File: src/verilog/brake_slip_pkg.sv
package brake_slip_pkg;

   localparam int DATA_W = 16;
   localparam int ADDR_W = 4;
   localparam int PRESC_W = 16;

   localparam int CLK_HZ = 50_000_000;
   localparam int MS_PER_SEC = 1000;
   localparam int MS_CYCLES_DEF = CLK_HZ / MS_PER_SEC;

   localparam logic [ADDR_W-1:0] ADDR_CTRL = 4'h0;
   localparam logic [ADDR_W-1:0] ADDR_DLY_ON_REL = 4'h1;
   localparam logic [ADDR_W-1:0] ADDR_DLY_REL_RDY = 4'h2;
   localparam logic [ADDR_W-1:0] ADDR_DLY_STOP_ENG = 4'h3;
   localparam logic [ADDR_W-1:0] ADDR_DLY_ENG_OFF = 4'h4;
   localparam logic [ADDR_W-1:0] ADDR_THRESHOLD = 4'h5;
   localparam logic [ADDR_W-1:0] ADDR_FB_SCALE = 4'h6;
   localparam logic [ADDR_W-1:0] ADDR_STATUS = 4'h7;
   localparam logic [ADDR_W-1:0] ADDR_MASK = 4'h8;
   localparam logic [ADDR_W-1:0] ADDR_STATE = 4'h9;
   localparam logic [ADDR_W-1:0] ADDR_DEVIATION = 4'ha;

   localparam int DLY_ON_REL = 0;
   localparam int DLY_REL_RDY = 1;
   localparam int DLY_STOP_ENG = 2;
   localparam int DLY_ENG_OFF = 3;
   localparam int DLY_N = 4;

   localparam int CTRL_ALARM_CLR = 7;
   localparam logic [DATA_W-1:0] CTRL_WMASK = 16'h007f;
   localparam logic [DATA_W-1:0] CTRL_RESET = 16'h0002;
   localparam logic [DATA_W-1:0] DELAY_RESET = 16'h0000;
   localparam logic [7:0] THRESH_RESET = 8'h00;
   localparam logic [DATA_W-1:0] SCALE_RESET = 16'h0001;

   localparam int EV_SLIP = 0;
   localparam int EV_READY = 1;
   localparam int EV_ENGAGE = 2;
   localparam int EV_ALARM = 3;
   localparam int EV_W = 4;

   typedef enum logic [1:0] {
      ACT_ALARM = 2'b00,
      ACT_CORRECT = 2'b01,
      ACT_IGNORE = 2'b10
   } err_action_e;

   typedef enum logic [2:0] {
      ST_PWR_OFF = 3'b000,
      ST_ON_WAIT = 3'b001,
      ST_REL_WAIT = 3'b010,
      ST_READY = 3'b011,
      ST_STOP_WAIT = 3'b100,
      ST_ENG_WAIT = 3'b101,
      ST_HOLD = 3'b110
   } brake_state_e;

   typedef struct packed {
      logic [8:0] spare;
      logic revInvert;
      err_action_e action;
      logic srcRev;
      logic posEn;
      logic pwrOffEn;
      logic brakeEn;
   } ctrl_s;

   typedef struct packed {
      logic [ADDR_W-1:0] addr;
      logic [DATA_W-1:0] wdata;
      logic wr;
      logic rd;
   } reg_req_s;

   typedef struct packed {
      ctrl_s ctrl;
      logic [DLY_N-1:0][DATA_W-1:0] delay;
      logic [7:0] threshold;
      logic [DATA_W-1:0] scale;
      logic [EV_W-1:0] status;
      logic [EV_W-1:0] mask;
      brake_state_e fsm;
      logic [DATA_W-1:0] msLeft;
      logic [PRESC_W-1:0] presc;
      logic motorPower;
      logic brakeEngaged;
      logic readyInt;
      logic motionReady;
      logic alarm;
      logic slipLatched;
      logic irq;
      logic signed [DATA_W-1:0] deviation;
      logic correctValid;
      logic [DATA_W-1:0] correctSteps;
      logic [DATA_W-1:0] rdata;
      logic [2:0] encSync;
      logic [2:0] dirSync;
      logic [2:0] revSync;
   } sv_state_s;

endpackage

File: src/verilog/brake_slip_monitor.sv
// Contract
// - brake delays only when brake control enabled
// - power on, wait delay, then release brake
// - after release wait delay before motion ready
// - after motor stop wait delay, engage brake
// - after engage wait delay, then power off
// - each delay is 16-bit unsigned milliseconds
// - power-off option cuts power, else stays on
// - slip monitoring only while position control enabled
// - feedback source: encoder or revolution sensor
// - 8-bit missed-step threshold, 0 to 255
// - missed steps above threshold set slip flag
// - alarm action puts controller into alarm
// - correct action recovers the lost steps
// - ignore action only flags the error
// - revolution sensor active low unless inverted
//
// Added by the designer: the address-and-strobe port and the register offsets.
`timescale 1ns/1ps
`default_nettype none

module brake_slip_monitor #(
   parameter int MS_CYCLES = brake_slip_pkg::MS_CYCLES_DEF
) (
   input wire logic ref_clk, // system clock
   input wire logic reset, // synchronous, active high
   input wire brake_slip_pkg::reg_req_s regReq, // register request
   input wire logic motionRequest, // motion wanted, level
   input wire logic motorStopped, // motor at rest, level
   input wire logic stepPulse, // one commanded step
   input wire logic stepDir, // commanded direction, 1 = forward
   input wire logic encPulse, // encoder count pin
   input wire logic encDir, // encoder direction pin
   input wire logic revSensor, // revolution sensor pin
   output logic [brake_slip_pkg::DATA_W-1:0] regRdata, // read data
   output logic motorPower, // motor supply on
   output logic brakeEngaged, // brake holding
   output logic motionReady, // motion commands allowed
   output logic alarm, // controller in alarm
   output logic correctValid, // correction request pulse
   output logic [brake_slip_pkg::DATA_W-1:0] correctSteps, // signed
   output logic irq // interrupt, level
);

   localparam logic [brake_slip_pkg::PRESC_W-1:0] PRESC_LAST =
      brake_slip_pkg::PRESC_W'(MS_CYCLES - 1);

   brake_slip_pkg::sv_state_s s;
   brake_slip_pkg::sv_state_s next_s;

   logic timerDone;
   logic encEdge;
   logic revActNow;
   logic revActPrev;
   logic revEvent;
   logic fbEvent;
   logic fbDir;
   logic over;
   logic signed [brake_slip_pkg::DATA_W-1:0] stepDelta;
   logic signed [brake_slip_pkg::DATA_W-1:0] fbDelta;
   logic [brake_slip_pkg::EV_W-1:0] events;
   logic [brake_slip_pkg::EV_W-1:0] kept;

   function automatic logic [brake_slip_pkg::DATA_W-1:0] absVal(
      input logic signed [brake_slip_pkg::DATA_W-1:0] v
   );
      absVal = v[brake_slip_pkg::DATA_W-1] ? brake_slip_pkg::DATA_W'(-v) : v;
   endfunction

   // with brake control off every wait collapses to zero
   function automatic logic [brake_slip_pkg::DATA_W-1:0] delayFor(
      input logic en,
      input logic [brake_slip_pkg::DATA_W-1:0] v
   );
      delayFor = en ? v : brake_slip_pkg::DELAY_RESET;
   endfunction

   function automatic brake_slip_pkg::sv_state_s resetState();
      brake_slip_pkg::sv_state_s r;
      r = '0;
      r.ctrl = brake_slip_pkg::ctrl_s'(brake_slip_pkg::CTRL_RESET);
      r.threshold = brake_slip_pkg::THRESH_RESET;
      r.scale = brake_slip_pkg::SCALE_RESET;
      r.fsm = brake_slip_pkg::ST_PWR_OFF;
      r.brakeEngaged = 1'b1;
      r.readyInt = 1'b0;
      r.motionReady = 1'b0;
      return r;
   endfunction

   always_comb begin
      next_s = s;
      events = '0;
      kept = '0;
      next_s.correctValid = 1'b0;
      next_s.rdata = '0;

      // register writes
      if (regReq.wr) begin
         case (regReq.addr)
            brake_slip_pkg::ADDR_CTRL: begin
               next_s.ctrl = brake_slip_pkg::ctrl_s'(
                  regReq.wdata & brake_slip_pkg::CTRL_WMASK);
               if (regReq.wdata[brake_slip_pkg::CTRL_ALARM_CLR]) begin
                  next_s.alarm = 1'b0;
               end
            end
            brake_slip_pkg::ADDR_DLY_ON_REL: begin
               next_s.delay[brake_slip_pkg::DLY_ON_REL] = regReq.wdata;
            end
            brake_slip_pkg::ADDR_DLY_REL_RDY: begin
               next_s.delay[brake_slip_pkg::DLY_REL_RDY] = regReq.wdata;
            end
            brake_slip_pkg::ADDR_DLY_STOP_ENG: begin
               next_s.delay[brake_slip_pkg::DLY_STOP_ENG] = regReq.wdata;
            end
            brake_slip_pkg::ADDR_DLY_ENG_OFF: begin
               next_s.delay[brake_slip_pkg::DLY_ENG_OFF] = regReq.wdata;
            end
            brake_slip_pkg::ADDR_THRESHOLD: begin
               next_s.threshold = regReq.wdata[7:0];
            end
            brake_slip_pkg::ADDR_FB_SCALE: begin
               next_s.scale = regReq.wdata;
            end
            brake_slip_pkg::ADDR_MASK: begin
               next_s.mask = regReq.wdata[brake_slip_pkg::EV_W-1:0];
            end
            default: begin
            end
         endcase
      end

      // pin synchronisers: stage 0 feeds stage 1 only, stage 2 is history
      next_s.encSync = {s.encSync[1], s.encSync[0], encPulse};
      next_s.dirSync = {s.dirSync[1], s.dirSync[0], encDir};
      next_s.revSync = {s.revSync[1], s.revSync[0], revSensor};
      encEdge = s.encSync[1] & ~s.encSync[2];
      revActNow = s.ctrl.revInvert ? s.revSync[1] : ~s.revSync[1];
      revActPrev = s.ctrl.revInvert ? s.revSync[2] : ~s.revSync[2];
      revEvent = revActNow & ~revActPrev;

      // feedback source choice
      fbEvent = s.ctrl.srcRev ? revEvent : encEdge;
      fbDir = s.ctrl.srcRev ? stepDir : s.dirSync[1];

      stepDelta = '0;
      if (stepPulse) begin
         stepDelta = stepDir ? 16'sh0001 : -16'sh0001;
      end
      fbDelta = '0;
      if (fbEvent) begin
         fbDelta = fbDir ? $signed(s.scale) : -$signed(s.scale);
      end

      // deviation is commanded minus measured; frozen at zero when off
      if (s.ctrl.posEn) begin
         next_s.deviation = s.deviation + stepDelta - fbDelta;
      end else begin
         next_s.deviation = '0;
      end

      over = s.ctrl.posEn &&
         (absVal(s.deviation) > {8'h00, s.threshold});

      // one error per excursion; latch drops once no longer above threshold
      if (!over) begin
         next_s.slipLatched = 1'b0;
      end else if (!s.slipLatched) begin
         next_s.slipLatched = 1'b1;
         events[brake_slip_pkg::EV_SLIP] = 1'b1;
         case (s.ctrl.action)
            brake_slip_pkg::ACT_ALARM: begin
               next_s.alarm = 1'b1;
               events[brake_slip_pkg::EV_ALARM] = 1'b1;
            end
            brake_slip_pkg::ACT_CORRECT: begin
               next_s.correctValid = 1'b1;
               next_s.correctSteps = s.deviation;
               // remove the handed-over error, keep this cycle's motion
               next_s.deviation = next_s.deviation - s.deviation;
            end
            default: begin
               // status only, no further action
            end
         endcase
      end

      // millisecond wait timer, prescaler restarts with every load
      timerDone = (s.msLeft == '0);
      if (!timerDone) begin
         if (s.presc == PRESC_LAST) begin
            next_s.presc = '0;
            next_s.msLeft = s.msLeft - 16'h0001;
         end else begin
            next_s.presc = s.presc + 16'h0001;
         end
      end

      // brake sequencer
      case (s.fsm)
         brake_slip_pkg::ST_PWR_OFF: begin
            next_s.motorPower = 1'b0;
            next_s.brakeEngaged = 1'b1;
            next_s.readyInt = 1'b0;
            if (motionRequest) begin
               next_s.motorPower = 1'b1;
               next_s.msLeft = delayFor(s.ctrl.brakeEn,
                  s.delay[brake_slip_pkg::DLY_ON_REL]);
               next_s.presc = '0;
               next_s.fsm = brake_slip_pkg::ST_ON_WAIT;
            end
         end
         brake_slip_pkg::ST_ON_WAIT: begin
            if (timerDone) begin
               next_s.brakeEngaged = 1'b0;
               next_s.msLeft = delayFor(s.ctrl.brakeEn,
                  s.delay[brake_slip_pkg::DLY_REL_RDY]);
               next_s.presc = '0;
               next_s.fsm = brake_slip_pkg::ST_REL_WAIT;
            end
         end
         brake_slip_pkg::ST_REL_WAIT: begin
            // no motion until the release delay has run out
            if (timerDone) begin
               next_s.readyInt = 1'b1;
               events[brake_slip_pkg::EV_READY] = 1'b1;
               next_s.fsm = brake_slip_pkg::ST_READY;
            end
         end
         brake_slip_pkg::ST_READY: begin
            if (motorStopped && !motionRequest) begin
               next_s.msLeft = delayFor(s.ctrl.brakeEn,
                  s.delay[brake_slip_pkg::DLY_STOP_ENG]);
               next_s.presc = '0;
               next_s.fsm = brake_slip_pkg::ST_STOP_WAIT;
            end
         end
         brake_slip_pkg::ST_STOP_WAIT: begin
            // brake still off here, so a new request resumes at once
            if (motionRequest) begin
               next_s.msLeft = '0;
               next_s.fsm = brake_slip_pkg::ST_READY;
            end else if (timerDone) begin
               next_s.brakeEngaged = 1'b1;
               next_s.readyInt = 1'b0;
               events[brake_slip_pkg::EV_ENGAGE] = 1'b1;
               next_s.msLeft = delayFor(s.ctrl.brakeEn,
                  s.delay[brake_slip_pkg::DLY_ENG_OFF]);
               next_s.presc = '0;
               next_s.fsm = brake_slip_pkg::ST_ENG_WAIT;
            end
         end
         brake_slip_pkg::ST_ENG_WAIT: begin
            if (timerDone) begin
               if (s.ctrl.pwrOffEn) begin
                  next_s.motorPower = 1'b0;
                  next_s.fsm = brake_slip_pkg::ST_PWR_OFF;
               end else begin
                  next_s.fsm = brake_slip_pkg::ST_HOLD;
               end
            end
         end
         brake_slip_pkg::ST_HOLD: begin
            // powered and braked; power is already on for the next start
            if (motionRequest) begin
               next_s.msLeft = delayFor(s.ctrl.brakeEn,
                  s.delay[brake_slip_pkg::DLY_ON_REL]);
               next_s.presc = '0;
               next_s.fsm = brake_slip_pkg::ST_ON_WAIT;
            end
         end
         default: begin
            next_s.fsm = brake_slip_pkg::ST_PWR_OFF;
            next_s.motorPower = 1'b0;
            next_s.brakeEngaged = 1'b1;
            next_s.readyInt = 1'b0;
         end
      endcase

      // alarm withholds readiness until software clears it
      next_s.motionReady = next_s.readyInt & ~next_s.alarm;

      // sticky status, read clears, a new event in that cycle survives
      kept = s.status;
      if (regReq.rd && (regReq.addr == brake_slip_pkg::ADDR_STATUS)) begin
         kept = '0;
      end
      next_s.status = kept | events;
      next_s.irq = |(next_s.status & next_s.mask);

      // read data stands in the cycle after the strobe only
      if (regReq.rd) begin
         case (regReq.addr)
            brake_slip_pkg::ADDR_CTRL: begin
               next_s.rdata = s.ctrl;
            end
            brake_slip_pkg::ADDR_DLY_ON_REL: begin
               next_s.rdata = s.delay[brake_slip_pkg::DLY_ON_REL];
            end
            brake_slip_pkg::ADDR_DLY_REL_RDY: begin
               next_s.rdata = s.delay[brake_slip_pkg::DLY_REL_RDY];
            end
            brake_slip_pkg::ADDR_DLY_STOP_ENG: begin
               next_s.rdata = s.delay[brake_slip_pkg::DLY_STOP_ENG];
            end
            brake_slip_pkg::ADDR_DLY_ENG_OFF: begin
               next_s.rdata = s.delay[brake_slip_pkg::DLY_ENG_OFF];
            end
            brake_slip_pkg::ADDR_THRESHOLD: begin
               next_s.rdata = {8'h00, s.threshold};
            end
            brake_slip_pkg::ADDR_FB_SCALE: begin
               next_s.rdata = s.scale;
            end
            brake_slip_pkg::ADDR_STATUS: begin
               next_s.rdata = {12'h000, s.status};
            end
            brake_slip_pkg::ADDR_MASK: begin
               next_s.rdata = {12'h000, s.mask};
            end
            brake_slip_pkg::ADDR_STATE: begin
               next_s.rdata = {8'h00, s.slipLatched, s.alarm,
                  s.motionReady, s.brakeEngaged, s.motorPower, s.fsm};
            end
            brake_slip_pkg::ADDR_DEVIATION: begin
               next_s.rdata = s.deviation;
            end
            default: begin
               next_s.rdata = '0;
            end
         endcase
      end
   end

   always_ff @(posedge ref_clk) begin
      if (reset) begin
         s <= resetState();
      end else begin
         s <= next_s;
      end
   end

   assign regRdata = s.rdata;
   assign motorPower = s.motorPower;
   assign brakeEngaged = s.brakeEngaged;
   assign motionReady = s.motionReady;
   assign alarm = s.alarm;
   assign correctValid = s.correctValid;
   assign correctSteps = s.correctSteps;
   assign irq = s.irq;

endmodule

`default_nettype wire

File: config.mk
export PLATFORM = sky130hd
export DESIGN_NAME = brake_slip_monitor
export DESIGN_NICKNAME = d
export VERILOG_FILES = /design/src/verilog/brake_slip_pkg.sv /design/src/verilog/brake_slip_monitor.sv
export SDC_FILE = /design/constraint.sdc
export NUM_CORES = 1
export LEC_CHECK = 0
export BUFFER_PORTS_ARGS = -buffer_cell sky130_fd_sc_hd__buf_2
export CELL_PAD_IN_SITES_DETAIL_PLACEMENT = 1
export CELL_PAD_IN_SITES_GLOBAL_PLACEMENT = 2
export CORE_MARGIN = 1
export CORE_UTILIZATION = 37
export DETAILED_ROUTE_END_ITERATION = 10
export HOLD_SLACK_MARGIN = 0.02
export PLACE_DENSITY = 0.87
export RECOVER_POWER = 25
export SLEW_MARGIN = 20
export SYNTH_ARGS = -nofsm -noshare
export SYNTH_HDL_FRONTEND = slang
export SYNTH_SLANG_ARGS = --single-unit
File: constraint.sdc
create_clock -name ref_clk -period 6.2 [get_ports ref_clk]
set_clock_uncertainty 0.2 [all_clocks]
set_input_delay 0.31 -clock ref_clk [delete_from_list [all_inputs] [get_ports ref_clk]]
set_output_delay 0.31 -clock ref_clk [all_outputs]
set_load 0.01 [all_outputs]
==> results list <==
* Status: finished with violations
- Failing checks: capacitance limit, slew limit
- The endpoint identified for the worst register-to-register timing path is s[56]$_SDFF_PP0_.
- Max Root-Sink Buffers: 3
* Chip Height: 182 microns
- Weighted congestion at the end of routability-driven global placement: 0.870
- Reg2Reg Setup Slack: 0.52 ns
* Number of vias in the routed layout: 11500
- Max-cap violations in this run came to 2.
* CORE AREA: 31700 sq um
* Number of clock sinks seen by CTS: 202
- The number of slew-limit violations in the final report came to 172.
* Final total power: 3.57 mW
- The repair_antennas step left the layout with diodes totalling 0.
- Peak VDD IR: 0.222 mV
- Num ports: 69
- Required time at the endpoint of the critical path: 6.42 ns
* Summed negative setup slack over all endpoints: 0 ns
- The initial antenna violation count was 0.
- The die is 182 microns wide.
* Clk root buf: sky130_fd_sc_hd__clkbuf_16
- The mapped netlist covers 12000 sq um.
- CTS clock-pin slew for the worst setup and hold paths: 0.06 ns
* Leftover overflow at the end of global routing: 0
* Number of enable flip-flop cells after synthesis: 0
- Counting every net in the synthesized netlist gives 1629.
- The first detailed-routing pass ran for 5 iterations.
- The die covers 33200 sq um.
- In the post-synthesis netlist, the biggest area contributors are sky130_fd_sc_hd__dfxtp_1 (34%), sky130_fd_sc_hd__nand2_1 (7.9%), sky130_fd_sc_hd__a21oi_1 (6.8%).
* Non-filler cells in the finished layout: 1969
- Gates resized during post-CTS repair numbered 0.
- Leakage: 4.99 nW
- Entering global routing, the biggest net connects 98 pins.
* Tmin final: 5.70 ns
- In this run the tightest slew margin relative to its limit is -220%.
* Unrepaired setup endpoints after global routing: false
- STA classifies the critical path startpoint as an input pin.
- For the pin with the worst max-slew slack, the measured transition is 4.80 ns.
* Synthesized area per cell: 7.81 sq um
* Fraction of post-synthesis cell area in the top cell type by area: 33.7%
- For the worst-skew pair, the clock arrives at the later sink with an insertion delay of 0.53 ns.
- After synthesis, flip-flops and latches occupy 33.7% of the total area.
- The largest total area in the synthesized netlist belongs to sky130_fd_sc_hd__dfxtp_1.
- Layout Area Growth over Synthesis: 11.6%
- Share of synthesized registers carrying an async set or reset: 0%
- The most used flip-flop cell after synthesis is sky130_fd_sc_hd__dfxtp_1.
- Hold timing on the final database bottoms out at a slack of 0.0523 ns.
- DR WL/cell: 21.6 microns
- The final layout contains routed wiring with a total length of 42500 microns.
* Cell variety after synth: 78
- Synthesis produced a netlist whose cell count is 1537.
- The via count of the first global-routing pass came to 11700.
* Number of hold violations in the final report: 0
* Mean number of vias per cell: 5.82
- Residual DRC: 0
* Number of DRC violations after detailed-routing iteration 0: 873
- The library cells used most frequently in the layout, excluding fill and tap cells, are sky130_fd_sc_hd__nand2_1 (252), sky130_fd_sc_hd__dfxtp_1 (202), sky130_fd_sc_hd__a21oi_1 (162).
* Clock buffer count from CTS: 25
* Nature of the critical path endpoint: register
* HP Class: in2reg
- Yosys warning count: 0
- Worst Setup EP: s[56]$_SDFF_PP0_
- The count of nets left with antenna violations once routing finished came out at 0.
* Power density of the placed cells: 266 nW/um^2
- Counting cells, the worst reg-to-reg path comes to 19.
* Critical path fanouts, max: 97
* Critical Path AT: 5.92 ns
* Setup violators final: 0
* Layout fillers: 3899
- Once placement completed, the tool counted placed cells totaling 1907.
- Number of storage elements in the synthesis netlist: 202
- The worst path uses 91.9% of the clock period.
* Source of the critical timing path: reset
* Estimated wirelength of the detail-placed design: 30600 microns
* Global-route wire length before repair: 67100 microns
- PortBufs: 68
- In this run the critical register-to-register path is launched from s[199]$_SDFFE_PP0P_.
- The floorplan has 65 rows.
- TritonCTS clock tree: built
* Initial core utilization: 37.9%
* Highest attainable clock frequency: 176 MHz
* Number of nets in the finished design: 1643
* CTS HTree Levels: 1
- Cells with a size suffix above 1 make up 6.96% of the layout.
* CP Class: in2reg
- Global routing consumed, over all layers together, 25.6% of the routing resources.
* Most common cell after layout, fill and taps aside: sky130_fd_sc_hd__nand2_1
[registers in the layout, summed over array words and instances (netlist names), 6 cells and up]
signal        flops
regRdata         16
next_s            6
correctSteps     16
s               158
[cells in the mapped netlist (6+ instances only)]
cell and n:
sky130_fd_sc_hd__and2_1 20, sky130_fd_sc_hd__dfxtp_1 202, sky130_fd_sc_hd__clkbuf_1 76, sky130_fd_sc_hd__buf_2 8
sky130_fd_sc_hd__o32ai_1 7, sky130_fd_sc_hd__nand4_1 10, sky130_fd_sc_hd__o21a_1 6, sky130_fd_sc_hd__a211oi_1 7
sky130_fd_sc_hd__fa_1 16, sky130_fd_sc_hd__o21ai_0 36, sky130_fd_sc_hd__inv_1 76, sky130_fd_sc_hd__a22o_1 12
sky130_fd_sc_hd__nor3_1 34, sky130_fd_sc_hd__nor4_1 9, sky130_fd_sc_hd__nand2_1 252, sky130_fd_sc_hd__xnor2_1 42
sky130_fd_sc_hd__a21oi_1 162, sky130_fd_sc_hd__a221oi_1 20, sky130_fd_sc_hd__o31ai_1 9, sky130_fd_sc_hd__xor2_1 31
sky130_fd_sc_hd__nand2b_1 15, sky130_fd_sc_hd__a22oi_1 45, sky130_fd_sc_hd__and3_1 14, sky130_fd_sc_hd__a21o_1 14
sky130_fd_sc_hd__mux2i_1 33, sky130_fd_sc_hd__ha_1 45, sky130_fd_sc_hd__nor2b_1 23, sky130_fd_sc_hd__buf_4 32
sky130_fd_sc_hd__nor2_1 145, sky130_fd_sc_hd__nand3_1 20, sky130_fd_sc_hd__a31oi_1 21
[layer usage]
layer  GRT usage, %  up-vias  share of wire, %
met3           2.77       81               5.5
met4           7.93        0               2.9
li1               -     5348                 -
met2           42.2      334                46
met5              0        -                 0
met1           35.1     5706                46
[area by class of cell]
| cell class | count | area [sq um] | area share [%] |
|---|---|---|---|
| clock buffer | 33 | 676 | 5.04 |
| clock inverter | 10 | 156 | 1.17 |
| inverter | 78 | 293 | 2.19 |
| multi-input combinational | 1138 | 7100 | 53.0 |
| sequential | 202 | 4040 | 30.2 |
| tap | 402 | 503 | 3.75 |
| timing repair buffer | 106 | 622 | 4.64 |
[worst max-delay path: stages]
cell	delay [ns]
sky130_fd_sc_hd__clkbuf_1	3.28
sky130_fd_sc_hd__clkbuf_2	1.56
sky130_fd_sc_hd__nand2b_1	0.43
sky130_fd_sc_hd__nand2b_1	0.16
sky130_fd_sc_hd__o2bb2ai_1	0.07
[power by group]
part	leakage [nW]	total (mW)	switching (mW)	internal, mW
clock	0.412	1.52	0.592	0.929
sequential	1.63	1.40	0.0722	1.33
combinational	2.95	0.649	0.426	0.223
total	4.99	3.57	1.09	2.48
[through the flow]
step	area, sq um	util [%]	setup slack, ns
after global placement	12400	39.2	0.786
after detailed placement	12400	39.2	0.592
after CTS	13400	42.4	0.539
after floorplan	12000	-	1.05
final	13400	42.2	0.502
after global routing	13400	42.2	0.0433
[cell families (layout without fill, tap and decap cells)]
logic type,count (synthesis),in the layout,share of synthesized area [%]
AO/OA/AOI/OAI,389,389,21.0
XOR/XNOR,74,74,5.51
adder cells (fa/ha/maj),61,61,7.36
buffers and inverters,197,227,7.24
flip-flops,202,202,33.7
multiplexers,37,37,3.22
AND/OR/NAND/NOR,577,577,22.0
[timing repair]
item / 4_1_cts / 5_1_grt
hold buffers: 19 / 0
endpoints found under the hold margin: 95 / 0
buffers inserted: 0 / 0
setup endpoints to repair: 0 / 0
[how the worst min path moves through the flow]
stage	startpoint	endpoint	slack (ns)	cells after the start
after floorplan	next_s[1]$_SDFF_PP0_	next_s[2]$_SDFF_PP0_	0.21	1
after CTS	motionRequest	motorPower$_SDFFE_PP0P_	0.03	3
after detailed placement	next_s[4]$_SDFF_PP0_	next_s[5]$_SDFF_PP0_	0.24	1
after global routing	motionRequest	motorPower$_SDFFE_PP0P_	0.05	3
final	motionRequest	motorPower$_SDFFE_PP0P_	0.05	3
after global placement	next_s[4]$_SDFF_PP0_	next_s[5]$_SDFF_PP0_	0.24	1
Note: power is estimated with default switching activity, not from simulation.
